<file path="config.mk">
export PLATFORM = sky130hd
export DESIGN_NAME = phy_mii_control_status_bank
export DESIGN_NICKNAME = d
export VERILOG_FILES = /design/src/rtl/phy_bank_pkg.sv /design/src/rtl/negotiation_sequencer.sv /design/src/rtl/link_mode_resolver.sv /design/src/rtl/phy_mii_control_status_bank.sv
export SDC_FILE = /design/constraint.sdc
export NUM_CORES = 1
export LEC_CHECK = 0
export ABC_AREA = 0
export BUFFER_PORTS_ARGS = -buffer_cell sky130_fd_sc_hd__buf_2
export CAP_MARGIN = 30
export CELL_PAD_IN_SITES_DETAIL_PLACEMENT = 1
export CELL_PAD_IN_SITES_GLOBAL_PLACEMENT = 1
export CORE_ASPECT_RATIO = 1.25
export CORE_UTILIZATION = 37
export CTS_CLUSTER_SIZE = 28
export DETAILED_ROUTE_END_ITERATION = 8
export PLACE_DENSITY_LB_ADDON = 0.1
export SLEW_MARGIN = 15
export SYNTH_ARGS = -nofsm -noshare
export SYNTH_HDL_FRONTEND = slang
export SYNTH_SLANG_ARGS = --single-unit
</file>
<file path="constraint.sdc">
create_clock -name clk -period 2.36 [get_ports clk]
set_input_delay 0.472 -clock clk [delete_from_list [all_inputs] [get_ports clk]]
set_output_delay 0.472 -clock clk [all_outputs]
set_load 0.1 [all_outputs]
</file>
<file path="src/rtl/phy_bank_pkg.sv">
package phy_bank_pkg;

  // register byte addresses
  localparam logic [7:0] OFS_BASIC_CONTROL = 8'hE4;
  localparam logic [7:0] OFS_BASIC_STATUS = 8'hE6;
  localparam logic [7:0] OFS_ID_LOW = 8'hE8;
  localparam logic [7:0] OFS_ID_HIGH = 8'hEA;
  localparam logic [7:0] OFS_ADVERTISE = 8'hEC;
  localparam logic [7:0] OFS_PORT_CONTROL = 8'hF6;

  // basic control field positions
  localparam int unsigned BC_LOOPBACK = 14;
  localparam int unsigned BC_FORCE_100 = 13;
  localparam int unsigned BC_AN_ENABLE = 12;
  localparam int unsigned BC_RSVD_11 = 11;
  localparam int unsigned BC_RSVD_10 = 10;
  localparam int unsigned BC_AN_RESTART = 9;
  localparam int unsigned BC_FORCE_FULL = 8;
  localparam int unsigned BC_XOVER_ALGO = 5;
  localparam int unsigned BC_FORCE_MDI = 4;
  localparam int unsigned BC_XOVER_DIS = 3;
  localparam int unsigned BC_RSVD_2 = 2;
  localparam int unsigned BC_TX_DIS = 1;
  localparam int unsigned BC_LED_DIS = 0;

  // basic status field positions
  localparam int unsigned BS_AN_DONE = 5;
  localparam int unsigned BS_LINK_UP = 2;

  // advertisement field positions, ability nibble sits at 8:5
  localparam int unsigned AD_PAUSE = 10;
  localparam int unsigned AD_RSVD_9 = 9;
  localparam int unsigned AD_ABIL_LSB = 5;

  // port control word field positions
  localparam int unsigned PC_LED_OFF = 15;
  localparam int unsigned PC_TX_DIS = 14;
  localparam int unsigned PC_AN_RESTART = 13;
  localparam int unsigned PC_RSVD_12 = 12;
  localparam int unsigned PC_RSVD_11 = 11;
  localparam int unsigned PC_XOVER_DIS = 10;
  localparam int unsigned PC_FORCE_MDI = 9;
  localparam int unsigned PC_RSVD_8 = 8;
  localparam int unsigned PC_AN_ENABLE = 7;
  localparam int unsigned PC_FORCE_100 = 6;
  localparam int unsigned PC_FORCE_FULL = 5;
  localparam int unsigned PC_PAUSE = 4;

  // reset and fixed values
  localparam logic [15:0] BASIC_CONTROL_RST = 16'h3120;
  localparam logic [15:0] BASIC_STATUS_FIXED = 16'h3050;
  localparam logic [15:0] ADVERTISE_RST = 16'h05E1;
  localparam logic [4:0] SELECTOR_FIELD = 5'h01;
  localparam logic [3:0] ADV_ABIL_RST = 4'hF;

  // one-hot negotiation states
  typedef enum logic [3:0] {
    NEG_IDLE = 4'b0001,
    NEG_RUN  = 4'b0010,
    NEG_DONE = 4'b0100,
    NEG_FAIL = 4'b1000
  } neg_state_e;

  // host register request
  typedef struct packed {
    logic rd;
    logic wr;
    logic [7:0] addr;
    logic [1:0] be;
    logic [15:0] wdata;
  } reg_req_s;

  // control storage shared by the aliased words
  typedef struct packed {
    logic loopback;
    logic force_100;
    logic an_enable;
    logic [2:0] bc_rsvd;
    logic force_full;
    logic xover_algo;
    logic force_mdi;
    logic xover_dis;
    logic tx_dis;
    logic led_dis;
    logic adv_pause;
    logic adv_rsvd;
    logic [3:0] adv_abil;
    logic [2:0] pc_rsvd;
  } ctrl_s;

endpackage : phy_bank_pkg

</file>
<file path="src/rtl/negotiation_sequencer.sv">
`timescale 1ns/100ps
module negotiation_sequencer (
  input wire logic clk,
  input wire logic rst_n,
  input wire logic enable,
  input wire logic restart,
  input wire logic link_up,
  input wire logic partner_valid,
  input wire logic [4:0] partner_ability,
  input wire logic [4:0] local_ability,
  output logic complete,
  output logic failed,
  output logic pause_agreed,
  output logic [3:0] common
);

  phy_bank_pkg::neg_state_e state_q, state_d;
  logic [3:0] common_q, common_d;
  logic pause_q, pause_d;
  logic [3:0] both;

  assign both = partner_ability[3:0] & local_ability[3:0];

  // next state of the exchange
  always_comb begin
    state_d = state_q;
    common_d = common_q;
    pause_d = pause_q;
    if (!enable) begin
      state_d = phy_bank_pkg::NEG_IDLE;
    end else if (restart) begin
      state_d = phy_bank_pkg::NEG_RUN;
    end else begin
      case (state_q)
        phy_bank_pkg::NEG_IDLE: state_d = phy_bank_pkg::NEG_RUN;
        phy_bank_pkg::NEG_RUN: begin
          if (partner_valid) begin
            common_d = both;
            pause_d = partner_ability[4] & local_ability[4];
            state_d = (both != 4'h0) ? phy_bank_pkg::NEG_DONE : phy_bank_pkg::NEG_FAIL;
          end
        end
        phy_bank_pkg::NEG_DONE: begin
          if (!link_up) begin
            state_d = phy_bank_pkg::NEG_RUN;
          end
        end
        phy_bank_pkg::NEG_FAIL: state_d = phy_bank_pkg::NEG_FAIL;
        default: state_d = phy_bank_pkg::NEG_IDLE;
      endcase
    end
    if (state_d != phy_bank_pkg::NEG_DONE) begin
      pause_d = 1'b0;
    end
  end

  // state registers
  always_ff @(posedge clk) begin
    if (!rst_n) begin
      state_q <= phy_bank_pkg::NEG_IDLE;
      common_q <= 4'h0;
      pause_q <= 1'b0;
    end else begin
      state_q <= state_d;
      common_q <= common_d;
      pause_q <= pause_d;
    end
  end

  assign complete = (state_q == phy_bank_pkg::NEG_DONE);
  assign failed = (state_q == phy_bank_pkg::NEG_FAIL);
  assign pause_agreed = pause_q;
  assign common = common_q;

endmodule : negotiation_sequencer

</file>
<file path="src/rtl/link_mode_resolver.sv">
`timescale 1ns/100ps
module link_mode_resolver (
  input wire logic clk,
  input wire logic rst_n,
  input wire logic an_enable,
  input wire logic neg_complete,
  input wire logic neg_failed,
  input wire logic [3:0] common,
  input wire logic force_100,
  input wire logic force_full,
  input wire logic xover_dis,
  input wire logic force_mdi,
  input wire logic mdi_detect,
  output logic speed_100,
  output logic full_duplex,
  output logic mdi_mode
);

  logic speed_q, speed_d;
  logic full_q, full_d;
  logic mdi_q, mdi_d;

  // pick speed, duplex and crossover
  always_comb begin
    speed_d = speed_q;
    full_d = full_q;
    if (!an_enable) begin
      speed_d = force_100;
      full_d = force_full;
    end else if (neg_complete) begin
      speed_d = common[3] | common[2];
      full_d = common[3] | (~common[2] & common[1]);
    end else if (neg_failed) begin
      speed_d = force_100;
      full_d = force_full;
    end
    mdi_d = xover_dis ? force_mdi : mdi_detect;
  end

  // result registers
  always_ff @(posedge clk) begin
    if (!rst_n) begin
      speed_q <= 1'b1;
      full_q <= 1'b1;
      mdi_q <= 1'b1;
    end else begin
      speed_q <= speed_d;
      full_q <= full_d;
      mdi_q <= mdi_d;
    end
  end

  assign speed_100 = speed_q;
  assign full_duplex = full_q;
  assign mdi_mode = mdi_q;

endmodule : link_mode_resolver

</file>
<file path="src/rtl/phy_mii_control_status_bank.sv">
`timescale 1ns/100ps
// Notes on behaviour
// - loopback bit routes host transmit through the PHY back to host receive
// - negotiation off: speed bit one gives 100 Mbps, zero 10 Mbps; resets one
// - negotiation runs only while its enable bit is one; resets to one
// - writing one to the restart bit starts a fresh negotiation exchange
// - negotiation off or failed: duplex bit picks full or half; resets one
// - algorithm bit selects one of two crossover detection schemes; resets one
// - automatic crossover off: forced bit one gives MDI, zero gives MDI-X
// - crossover disable bit turns automatic MDI/MDI-X detection off
// - transmit disable bit stops line transmit signalling while set
// - LED disable bit turns every link and activity indicator off
// - status word carries fixed read-only speed and duplex capability flags
// - negotiation complete bit is one only once negotiation has finished
// - link status bit reads one while link is up, zero when down
// - read-only bits report negotiation capability and extended register capability
// - identifier split into fixed low and high read-only words
// - pause is advertised to the partner only while its bit is one
// - four advertise bits offer 100/10 full/half abilities; all reset one
module phy_mii_control_status_bank #(
  parameter logic [15:0] ID_LOW = 16'h5A5A, // arbitrary value
  parameter logic [15:0] ID_HIGH = 16'hA5C3 // arbitrary value
) (
  input wire logic clk,
  input wire logic rst_n,
  input phy_bank_pkg::reg_req_s reg_req,
  output logic [15:0] reg_rdata,
  output logic reg_rvalid,
  input wire logic link_up,
  input wire logic partner_valid,
  input wire logic [4:0] partner_ability,
  input wire logic mdi_detect,
  input wire logic [3:0] led_raw,
  output logic loopback_en,
  output logic speed_100,
  output logic full_duplex,
  output logic an_enable,
  output logic an_complete,
  output logic pause_agreed,
  output logic [4:0] adv_ability,
  output logic xover_algo,
  output logic xover_auto_en,
  output logic mdi_mode,
  output logic tx_disable,
  output logic [3:0] led_out
);

  phy_bank_pkg::ctrl_s ctrl_q, ctrl_d;
  logic restart_q, restart_d;
  logic [15:0] rdata_q, rdata_d;
  logic rvalid_q, rvalid_d;
  logic [3:0] led_q, led_d;
  logic neg_complete;
  logic neg_failed;
  logic [3:0] common;
  logic [15:0] bc_word;
  logic [15:0] bs_word;
  logic [15:0] ad_word;
  logic [15:0] pc_word;
  logic [15:0] wmerge;

  // byte-lane merge of a write into the current word
  function automatic logic [15:0] lane_merge(
    input logic [15:0] old_v,
    input logic [15:0] new_v,
    input logic [1:0] be
  );
    logic [15:0] r;
    r = old_v;
    if (be[0]) begin
      r[7:0] = new_v[7:0];
    end
    if (be[1]) begin
      r[15:8] = new_v[15:8];
    end
    return r;
  endfunction : lane_merge

  // true for a write to the given address
  function automatic logic hit_wr(
    input phy_bank_pkg::reg_req_s q,
    input logic [7:0] ofs
  );
    return q.wr && (q.addr == ofs);
  endfunction : hit_wr

  // basic control view of the shared storage
  always_comb begin
    bc_word = 16'h0000;
    bc_word[phy_bank_pkg::BC_LOOPBACK] = ctrl_q.loopback;
    bc_word[phy_bank_pkg::BC_FORCE_100] = ctrl_q.force_100;
    bc_word[phy_bank_pkg::BC_AN_ENABLE] = ctrl_q.an_enable;
    bc_word[phy_bank_pkg::BC_RSVD_11] = ctrl_q.bc_rsvd[2];
    bc_word[phy_bank_pkg::BC_RSVD_10] = ctrl_q.bc_rsvd[1];
    bc_word[phy_bank_pkg::BC_AN_RESTART] = restart_q;
    bc_word[phy_bank_pkg::BC_FORCE_FULL] = ctrl_q.force_full;
    bc_word[phy_bank_pkg::BC_XOVER_ALGO] = ctrl_q.xover_algo;
    bc_word[phy_bank_pkg::BC_FORCE_MDI] = ctrl_q.force_mdi;
    bc_word[phy_bank_pkg::BC_XOVER_DIS] = ctrl_q.xover_dis;
    bc_word[phy_bank_pkg::BC_RSVD_2] = ctrl_q.bc_rsvd[0];
    bc_word[phy_bank_pkg::BC_TX_DIS] = ctrl_q.tx_dis;
    bc_word[phy_bank_pkg::BC_LED_DIS] = ctrl_q.led_dis;
  end

  // status view: fixed flags plus live state
  always_comb begin
    bs_word = phy_bank_pkg::BASIC_STATUS_FIXED;
    bs_word[phy_bank_pkg::BS_AN_DONE] = neg_complete;
    bs_word[phy_bank_pkg::BS_LINK_UP] = link_up;
  end

  // advertisement view
  always_comb begin
    ad_word = 16'h0000;
    ad_word[phy_bank_pkg::AD_PAUSE] = ctrl_q.adv_pause;
    ad_word[phy_bank_pkg::AD_RSVD_9] = ctrl_q.adv_rsvd;
    ad_word[phy_bank_pkg::AD_ABIL_LSB +: 4] = ctrl_q.adv_abil;
    ad_word[4:0] = phy_bank_pkg::SELECTOR_FIELD;
  end

  // port control view, aliasing the same storage
  always_comb begin
    pc_word = 16'h0000;
    pc_word[phy_bank_pkg::PC_LED_OFF] = ctrl_q.led_dis;
    pc_word[phy_bank_pkg::PC_TX_DIS] = ctrl_q.tx_dis;
    pc_word[phy_bank_pkg::PC_AN_RESTART] = restart_q;
    pc_word[phy_bank_pkg::PC_RSVD_12] = ctrl_q.pc_rsvd[2];
    pc_word[phy_bank_pkg::PC_RSVD_11] = ctrl_q.pc_rsvd[1];
    pc_word[phy_bank_pkg::PC_XOVER_DIS] = ctrl_q.xover_dis;
    pc_word[phy_bank_pkg::PC_FORCE_MDI] = ctrl_q.force_mdi;
    pc_word[phy_bank_pkg::PC_RSVD_8] = ctrl_q.pc_rsvd[0];
    pc_word[phy_bank_pkg::PC_AN_ENABLE] = ctrl_q.an_enable;
    pc_word[phy_bank_pkg::PC_FORCE_100] = ctrl_q.force_100;
    pc_word[phy_bank_pkg::PC_FORCE_FULL] = ctrl_q.force_full;
    pc_word[phy_bank_pkg::PC_PAUSE] = ctrl_q.adv_pause;
    pc_word[3:0] = ctrl_q.adv_abil;
  end

  // register writes into the shared storage
  always_comb begin
    ctrl_d = ctrl_q;
    restart_d = 1'b0; // restart self-clears after one cycle
    wmerge = 16'h0000;
    if (hit_wr(reg_req, phy_bank_pkg::OFS_BASIC_CONTROL)) begin
      wmerge = lane_merge(bc_word, reg_req.wdata, reg_req.be);
      ctrl_d.loopback = wmerge[phy_bank_pkg::BC_LOOPBACK];
      ctrl_d.force_100 = wmerge[phy_bank_pkg::BC_FORCE_100];
      ctrl_d.an_enable = wmerge[phy_bank_pkg::BC_AN_ENABLE];
      ctrl_d.bc_rsvd[2] = wmerge[phy_bank_pkg::BC_RSVD_11];
      ctrl_d.bc_rsvd[1] = wmerge[phy_bank_pkg::BC_RSVD_10];
      restart_d = reg_req.be[1] & reg_req.wdata[phy_bank_pkg::BC_AN_RESTART];
      ctrl_d.force_full = wmerge[phy_bank_pkg::BC_FORCE_FULL];
      ctrl_d.xover_algo = wmerge[phy_bank_pkg::BC_XOVER_ALGO];
      ctrl_d.force_mdi = wmerge[phy_bank_pkg::BC_FORCE_MDI];
      ctrl_d.xover_dis = wmerge[phy_bank_pkg::BC_XOVER_DIS];
      ctrl_d.bc_rsvd[0] = wmerge[phy_bank_pkg::BC_RSVD_2];
      ctrl_d.tx_dis = wmerge[phy_bank_pkg::BC_TX_DIS];
      ctrl_d.led_dis = wmerge[phy_bank_pkg::BC_LED_DIS];
    end else if (hit_wr(reg_req, phy_bank_pkg::OFS_ADVERTISE)) begin
      wmerge = lane_merge(ad_word, reg_req.wdata, reg_req.be);
      ctrl_d.adv_pause = wmerge[phy_bank_pkg::AD_PAUSE];
      ctrl_d.adv_rsvd = wmerge[phy_bank_pkg::AD_RSVD_9];
      ctrl_d.adv_abil = wmerge[phy_bank_pkg::AD_ABIL_LSB +: 4];
    end else if (hit_wr(reg_req, phy_bank_pkg::OFS_PORT_CONTROL)) begin
      wmerge = lane_merge(pc_word, reg_req.wdata, reg_req.be);
      ctrl_d.led_dis = wmerge[phy_bank_pkg::PC_LED_OFF];
      ctrl_d.tx_dis = wmerge[phy_bank_pkg::PC_TX_DIS];
      restart_d = reg_req.be[1] & reg_req.wdata[phy_bank_pkg::PC_AN_RESTART];
      ctrl_d.pc_rsvd[2] = wmerge[phy_bank_pkg::PC_RSVD_12];
      ctrl_d.pc_rsvd[1] = wmerge[phy_bank_pkg::PC_RSVD_11];
      ctrl_d.xover_dis = wmerge[phy_bank_pkg::PC_XOVER_DIS];
      ctrl_d.force_mdi = wmerge[phy_bank_pkg::PC_FORCE_MDI];
      ctrl_d.pc_rsvd[0] = wmerge[phy_bank_pkg::PC_RSVD_8];
      ctrl_d.an_enable = wmerge[phy_bank_pkg::PC_AN_ENABLE];
      ctrl_d.force_100 = wmerge[phy_bank_pkg::PC_FORCE_100];
      ctrl_d.force_full = wmerge[phy_bank_pkg::PC_FORCE_FULL];
      ctrl_d.adv_pause = wmerge[phy_bank_pkg::PC_PAUSE];
      ctrl_d.adv_abil = wmerge[3:0];
    end
  end

  // control storage registers
  always_ff @(posedge clk) begin
    if (!rst_n) begin
      ctrl_q.loopback <= phy_bank_pkg::BASIC_CONTROL_RST[phy_bank_pkg::BC_LOOPBACK];
      ctrl_q.force_100 <= phy_bank_pkg::BASIC_CONTROL_RST[phy_bank_pkg::BC_FORCE_100];
      ctrl_q.an_enable <= phy_bank_pkg::BASIC_CONTROL_RST[phy_bank_pkg::BC_AN_ENABLE];
      ctrl_q.bc_rsvd <= 3'h0;
      ctrl_q.force_full <= phy_bank_pkg::BASIC_CONTROL_RST[phy_bank_pkg::BC_FORCE_FULL];
      ctrl_q.xover_algo <= phy_bank_pkg::BASIC_CONTROL_RST[phy_bank_pkg::BC_XOVER_ALGO];
      ctrl_q.force_mdi <= phy_bank_pkg::BASIC_CONTROL_RST[phy_bank_pkg::BC_FORCE_MDI];
      ctrl_q.xover_dis <= phy_bank_pkg::BASIC_CONTROL_RST[phy_bank_pkg::BC_XOVER_DIS];
      ctrl_q.tx_dis <= phy_bank_pkg::BASIC_CONTROL_RST[phy_bank_pkg::BC_TX_DIS];
      ctrl_q.led_dis <= phy_bank_pkg::BASIC_CONTROL_RST[phy_bank_pkg::BC_LED_DIS];
      ctrl_q.adv_pause <= phy_bank_pkg::ADVERTISE_RST[phy_bank_pkg::AD_PAUSE];
      ctrl_q.adv_rsvd <= phy_bank_pkg::ADVERTISE_RST[phy_bank_pkg::AD_RSVD_9];
      ctrl_q.adv_abil <= phy_bank_pkg::ADV_ABIL_RST;
      ctrl_q.pc_rsvd <= 3'h0;
      restart_q <= 1'b0;
    end else begin
      ctrl_q <= ctrl_d;
      restart_q <= restart_d;
    end
  end

  // read answer, one cycle after the strobe
  always_comb begin
    rdata_d = 16'h0000;
    rvalid_d = reg_req.rd;
    if (reg_req.rd) begin
      case (reg_req.addr)
        phy_bank_pkg::OFS_BASIC_CONTROL: rdata_d = bc_word;
        phy_bank_pkg::OFS_BASIC_STATUS: rdata_d = bs_word;
        phy_bank_pkg::OFS_ID_LOW: rdata_d = ID_LOW;
        phy_bank_pkg::OFS_ID_HIGH: rdata_d = ID_HIGH;
        phy_bank_pkg::OFS_ADVERTISE: rdata_d = ad_word;
        phy_bank_pkg::OFS_PORT_CONTROL: rdata_d = pc_word;
        default: rdata_d = 16'h0000;
      endcase
    end
  end

  // read data registers
  always_ff @(posedge clk) begin
    if (!rst_n) begin
      rdata_q <= 16'h0000;
      rvalid_q <= 1'b0;
    end else begin
      rdata_q <= rdata_d;
      rvalid_q <= rvalid_d;
    end
  end

  // negotiation exchange
  negotiation_sequencer u_seq (
    .clk(clk),
    .rst_n(rst_n),
    .enable(ctrl_q.an_enable),
    .restart(restart_q),
    .link_up(link_up),
    .partner_valid(partner_valid),
    .partner_ability(partner_ability),
    .local_ability(adv_ability),
    .complete(neg_complete),
    .failed(neg_failed),
    .pause_agreed(pause_agreed),
    .common(common)
  );

  // speed, duplex and crossover resolution
  link_mode_resolver u_res (
    .clk(clk),
    .rst_n(rst_n),
    .an_enable(ctrl_q.an_enable),
    .neg_complete(neg_complete),
    .neg_failed(neg_failed),
    .common(common),
    .force_100(ctrl_q.force_100),
    .force_full(ctrl_q.force_full),
    .xover_dis(ctrl_q.xover_dis),
    .force_mdi(ctrl_q.force_mdi),
    .mdi_detect(mdi_detect),
    .speed_100(speed_100),
    .full_duplex(full_duplex),
    .mdi_mode(mdi_mode)
  );

  // indicators, each forced high while disabled
  genvar gi;
  generate
    for (gi = 0; gi < 4; gi++) begin : g_led
      always_comb begin
        led_d[gi] = ctrl_q.led_dis ? 1'b1 : led_raw[gi];
      end
    end
  endgenerate

  // indicator registers
  always_ff @(posedge clk) begin
    if (!rst_n) begin
      led_q <= 4'hF;
    end else begin
      led_q <= led_d;
    end
  end

  // datapath steering outputs
  assign loopback_en = ctrl_q.loopback;
  assign an_enable = ctrl_q.an_enable;
  assign an_complete = neg_complete;
  assign adv_ability = {ctrl_q.adv_pause, ctrl_q.adv_abil};
  assign xover_algo = ctrl_q.xover_algo;
  assign xover_auto_en = ~ctrl_q.xover_dis;
  assign tx_disable = ctrl_q.tx_dis;
  assign led_out = led_q;
  assign reg_rdata = rdata_q;
  assign reg_rvalid = rvalid_q;

endmodule : phy_mii_control_status_bank

</file>
# [After elaboration in Yosys (flattened, before gate mapping)]
# Index checks and enable logic that the tools add are counted.
[word_totals] inputBits=42 memories=0 ram_bits=0 regBits=55 latch_bits=0 romBits=0
[op_classes] eq_ne=18 bitwise=13 mul=0 add_sub_neg=0 shifts=0 n_reduce_logical=21 order_cmp=0 div_mod_pow=0 n_mux=35
[ops] operator="$pmux 16 s6" count=1
[ops] operator="$eq 8x8->1 const B" count=6
[ops] operator="$mux 4" count=8
[ops] operator="$mux 8" count=3
[ops] operator="$reduce_and 4->1" count=6
[ops] operator="$pmux 4 s4" count=1
[ops] operator="$mux 1" count=14
[ops] operator="$ne 2x2->1 const B" count=6
[ops] operator="$mux 5" count=2
[ops] operator="$reduce_bool 2->1" count=5
[ops] operator="$mux 7" count=1
[ops] operator="$mux 2" count=3
[ops] operator="$mux 6" count=1
[ops] operator="$not 1->1" count=6
[ops] operator="$reduce_and 2->1" count=3
[ops] operator="$and 1x1->1" count=4
[ops] operator="$and 4x4->4" count=1
[ops] operator="$eq 4x1->1 const B" count=1
[ops] operator="$eq 4x2->1 const B" count=1
[ops] operator="$eq 4x3->1 const B" count=1
[ops] operator="$eq 4x4->1 const B" count=1
[ops] operator="$ne 4x3->1 const B" count=1
[ops] operator="$reduce_bool 4->1" count=1
[ops] operator="$reduce_or 2->1" count=2
[ops] operator="5 further kinds" count=8

# [Longest topological paths before layout]
[logic_depth] ltp_word=9 depth_mapped=7 mapped_depth_nobuf=5

# [By module]
# Synthesis repeated with hierarchy kept, for this count alone.
[hier_totals] cells_unflattened=306 hier_area_um2=2655.0
[by_module_without_submodules] module="phy_mii_control_status_bank" area_per_inst_um2=2038.2 instances=1 cells_each=238
[by_module_without_submodules] module="negotiation_sequencer" area_per_inst_um2=461.7 instances=1 cells_each=51
[by_module_without_submodules] module="link_mode_resolver" area_per_inst_um2=155.1 instances=1 cells_each=17

# [Worst setup path after synthesis]
# No wires, ideal clock.
[synth_timing] kind="register to register" start="reg u_seq.state_q[1]" end="reg u_res.speed_q, in the netlist u_res.speed_100" required_ns=2.253 arrival_ns=3.023 setup_slack_ns=-0.771 path_stages_with_launch=5 path_cell_list="dfxtp_1 clkbuf_2 nor4b_2 nor2_1 o311ai_0"
[synth_via] elab_chain_len=3 word_cells_on_any_way=5
[synth_rtl] item="from (decl)" line="negotiation_sequencer.sv:17" source="phy_bank_pkg::neg_state_e state_q, state_d;"
[synth_rtl] item="from (signal assigned)" line="negotiation_sequencer.sv:60" source="state_q <= phy_bank_pkg::NEG_IDLE;"
[synth_rtl] item="from (signal assigned)" line="negotiation_sequencer.sv:64" source="state_q <= state_d;"
[synth_rtl] item="$eq 4x3->1 (*)" line="negotiation_sequencer.sv:70" source="assign complete = (state_q == phy_bank_pkg::NEG_DONE);"
[synth_rtl] item="via an_complete" line="phy_mii_control_status_bank.sv:38" source="output logic an_complete,"
[synth_rtl] item="$mux 1" line="link_mode_resolver.sv:30" source="end else if (neg_complete) begin"
[synth_rtl] item="$mux 1" line="link_mode_resolver.sv:27" source="if (!an_enable) begin"
[synth_rtl] item="to (signal assigned)" line="link_mode_resolver.sv:47" source="speed_q <= speed_d;"
[synth_rtl] item="to (decl)" line="link_mode_resolver.sv:19" source="logic speed_q, speed_d;"
# Mark *: on every way through the listed nets, which the timed path passes. The rest lies on a longest branch.
# A chain may end at the register's enable or synchronous reset.

# [Worst setup path after layout]
[layout_timing] start="reg u_seq.state_q[2]" end="out an_complete"
[layout_via] elab_chain_len=1
[layout_rtl] item="$eq 4x3->1" line="negotiation_sequencer.sv:70"
[layout_rtl] item="to (decl)" line="phy_mii_control_status_bank.sv:38"
# Every way passes these cells.

==> impl_metrics.yaml <==
critical_path:
  worstPathRequired_ns: 1.89
  cpPeakStageDelay_ns: 0.48
  cp_slowest_cell: "dfxtp_1"
  crit_path_start_kind: "flop"
  cp.arrival_ns: 1.53
  worstSetupPathType: "reg2out"
  end_kind: "output port"
  path_max_fanout: 7
  path_cells: "nor4b_4 > buf_2"
drt:
  via_per_inst: 5.457
  wirelength_um: 8415
  drtIter0Drc: 93
  drc: 0
  antenna_left: 0
  drtPass1Iterations: 4
  vias: 2614
  routedWlPerCell_um: 17.57
sta:
  rsz0062_at_grt: "false"
  maxSlewViolCount: 0
  layout_worst_path_cycle_share_pct: 84.75
  fin_crit_ns: 2.000
  fmax_mhz: 499.9
  setup_viol: 0
  tightest_slew_ns: 0.5797
  tns_ns: 0
  skew_ns: 0.005509
  hold_viol_final: 0
  relSlewSlack_pct: 61.00
layout:
  final_cells: 479
  antennaDiodeCount: 0
  flow.area_growth_from_synthesis_pct: 22.85
  fin_nets: 430
  postLayoutCellArea_um2: 3256
  final_layout_size_suffix_gt1_share_pct: 27.51
status:
  status: "finished, final reports clean"
die:
  rows: 34
  initial_core_util_pct: 38.22
  die_h_um: 96.62
  die_w_um: 77.70
  fp.dieArea_um2: 7507
  fp.coreArea_um2: 6934
  pin_count: 78
placement:
  hpwl_um: 6629
  placed_cell_area_um2: 3147
  placed_cells: 471
  io_buffers: 77
  gp_congestion: 0.8328
global_routing:
  grt_max_degree: 33
  grt_overflow_total: 0
  grt_pass1_vias: 2657
  grt.total_usage_pct: 23.55
  antenna_found_initial: 0
  grt_pass1_wl_um: 13740
yosys:
  synth-seq-cells: 54
  syn-num-nets: 354
  yosys_most_used_dff: "dfxtp_1"
  post_synth_inst_count: 312
  synth-edff-count: 0
  ys_seq_area_share_pct: 40.79
  ys_types: 52
  netlist_area_um2: 2650
  yosys_warnings: 0
  async_reset_ff_share_pct: 0
  syn_area_per_cell_um2: 8.494
cts:
  clock-root-buffer: "clkbuf_8"
  insertion_delay_ns: 0.31
  hold_buffers: 0
  cts_resized: 0
  clockBufferDepth: 2
  path_clk_slew_ns: 0.10
  htree_levels: 2
  cts_buffers: 5
  cts_tree: "built"
  cts_setup_buffers: 0
  cts.sinks: 54
job:
  drv_cap: 0
hold_path:
  hp-class: "in2reg"
pwr:
  power_density_nw_per_um2: 559.9
  power_w: 0.001823
  irDropWorstVdd_v: 0.0003486
  p_leak_nw: 1.474
worst max-delay path, delay by kind of cell, from the launching register on:
| family | cells | cell delay, ns |
|---|---|---|
| and+or+nand+nor | 1 | 0.27 |
| DFF | 1 | 0.48 |
| buffers and inverters | 1 | 0.47 |
state kept, by name, summed over array words and instances, names as in the netlist, 3 cells and up:
signal and count:
u_seq.state_q 4, reg_rdata 16, ctrl_q 3, bc_word 8, u_seq.common 3, led_out 4, adv_ability 5
cells in the mapped netlist, types with 4 or more instances:
cell type	count	area share (%)
a21oi_1	21	4.0
nand2_1	34	4.8
a22o_1	4	1.3
mux2i_1	14	5.3
nor2_1	16	2.3
buf_4	6	1.7
dfxtp_1	54	41
nand2b_1	6	1.4
and3_1	9	2.1
nor2b_1	13	3.1
o211a_1	4	1.5
a22oi_1	11	3.1
o211ai_1	7	2.0
o21ai_0	18	3.4
clkbuf_1	10	1.4
inv_1	13	1.8
a31oi_1	7	1.7
and2_1	6	1.4
nand3_1	8	1.5
metal layers:
layer	vias to the layer above	global-route usage, %	routed length [µm]
li1	1264	-	-
met1	1286	27.07	3405
met2	54	44.45	4579
met3	10	2.830	324
met4	0	6.967	104
met5	-	0	0
cells in the final DEF, fill, tap and decap left out, types with 9 or more instances in the layout:
master	n
dfxtp_1	54
nand2_1	34
buf_4	15
a21oi_1	21
a22oi_1	11
nor2b_1	13
buf_2	77
nor2_1	16
and3_1	9
inv_1	13
mux2i_1	14
o21ai_0	18
path summary, 6_finish.rpt:
kind,start,slack [ns],endpoint,cells after the start
max reg2reg,u_seq.state_q[1],0.42,u_seq.pause_agreed,5
min,led_raw[0],0.35,led_out[0],2
min reg2reg,u_res.full_duplex,0.48,u_res.full_duplex,2
max,u_seq.state_q[2],0.36,an_complete,2
stage by stage:
step	hold WS, ns	util, %	worst slack [ns]
CTS	0.3425	46.95	0.3381
floorplan	0.4410	-	0.04651
global placement	0.4587	45.38	0.2746
global route	0.3496	46.95	0.2382
finish	0.3463	46.95	0.3598
detailed placement	0.4656	45.38	0.2495
final cells by class:
| type | count | area (µm²) |
|---|---|---|
| Multi-Input combinational cell | 222 | 1406 |
| Fill cell | 874 | 3679 |
| Tap cell | 90 | 112.6 |
| Clock buffer | 5 | 68.82 |
| Timing Repair Buffer | 92 | 498.0 |
| Inverter | 13 | 48.80 |
| Sequential cell | 54 | 1081 |
| Clock inverter | 3 | 40.04 |
kinds of logic (layout without fill, tap and decap cells):
family,Yosys count,after routing,synth area share [%]
xor gates and xnor gates,2,2,0.6611
DFF,54,54,40.79
AOI/OAI and AO/OA,84,84,20.63
buffers and inverters,36,113,6.468
and+or+nand+nor,121,121,25.73
muxes,15,15,5.713
report_power, final:
part           total (W)  internal [W]  switching [W]
sequential      0.000955      0.000929      0.0000255
clock           0.000616      0.000313       0.000303
combinational   0.000252     0.0000911       0.000161
total            0.00182       0.00133       0.000490
No activity file was read; power rests on OpenSTA's default activity.
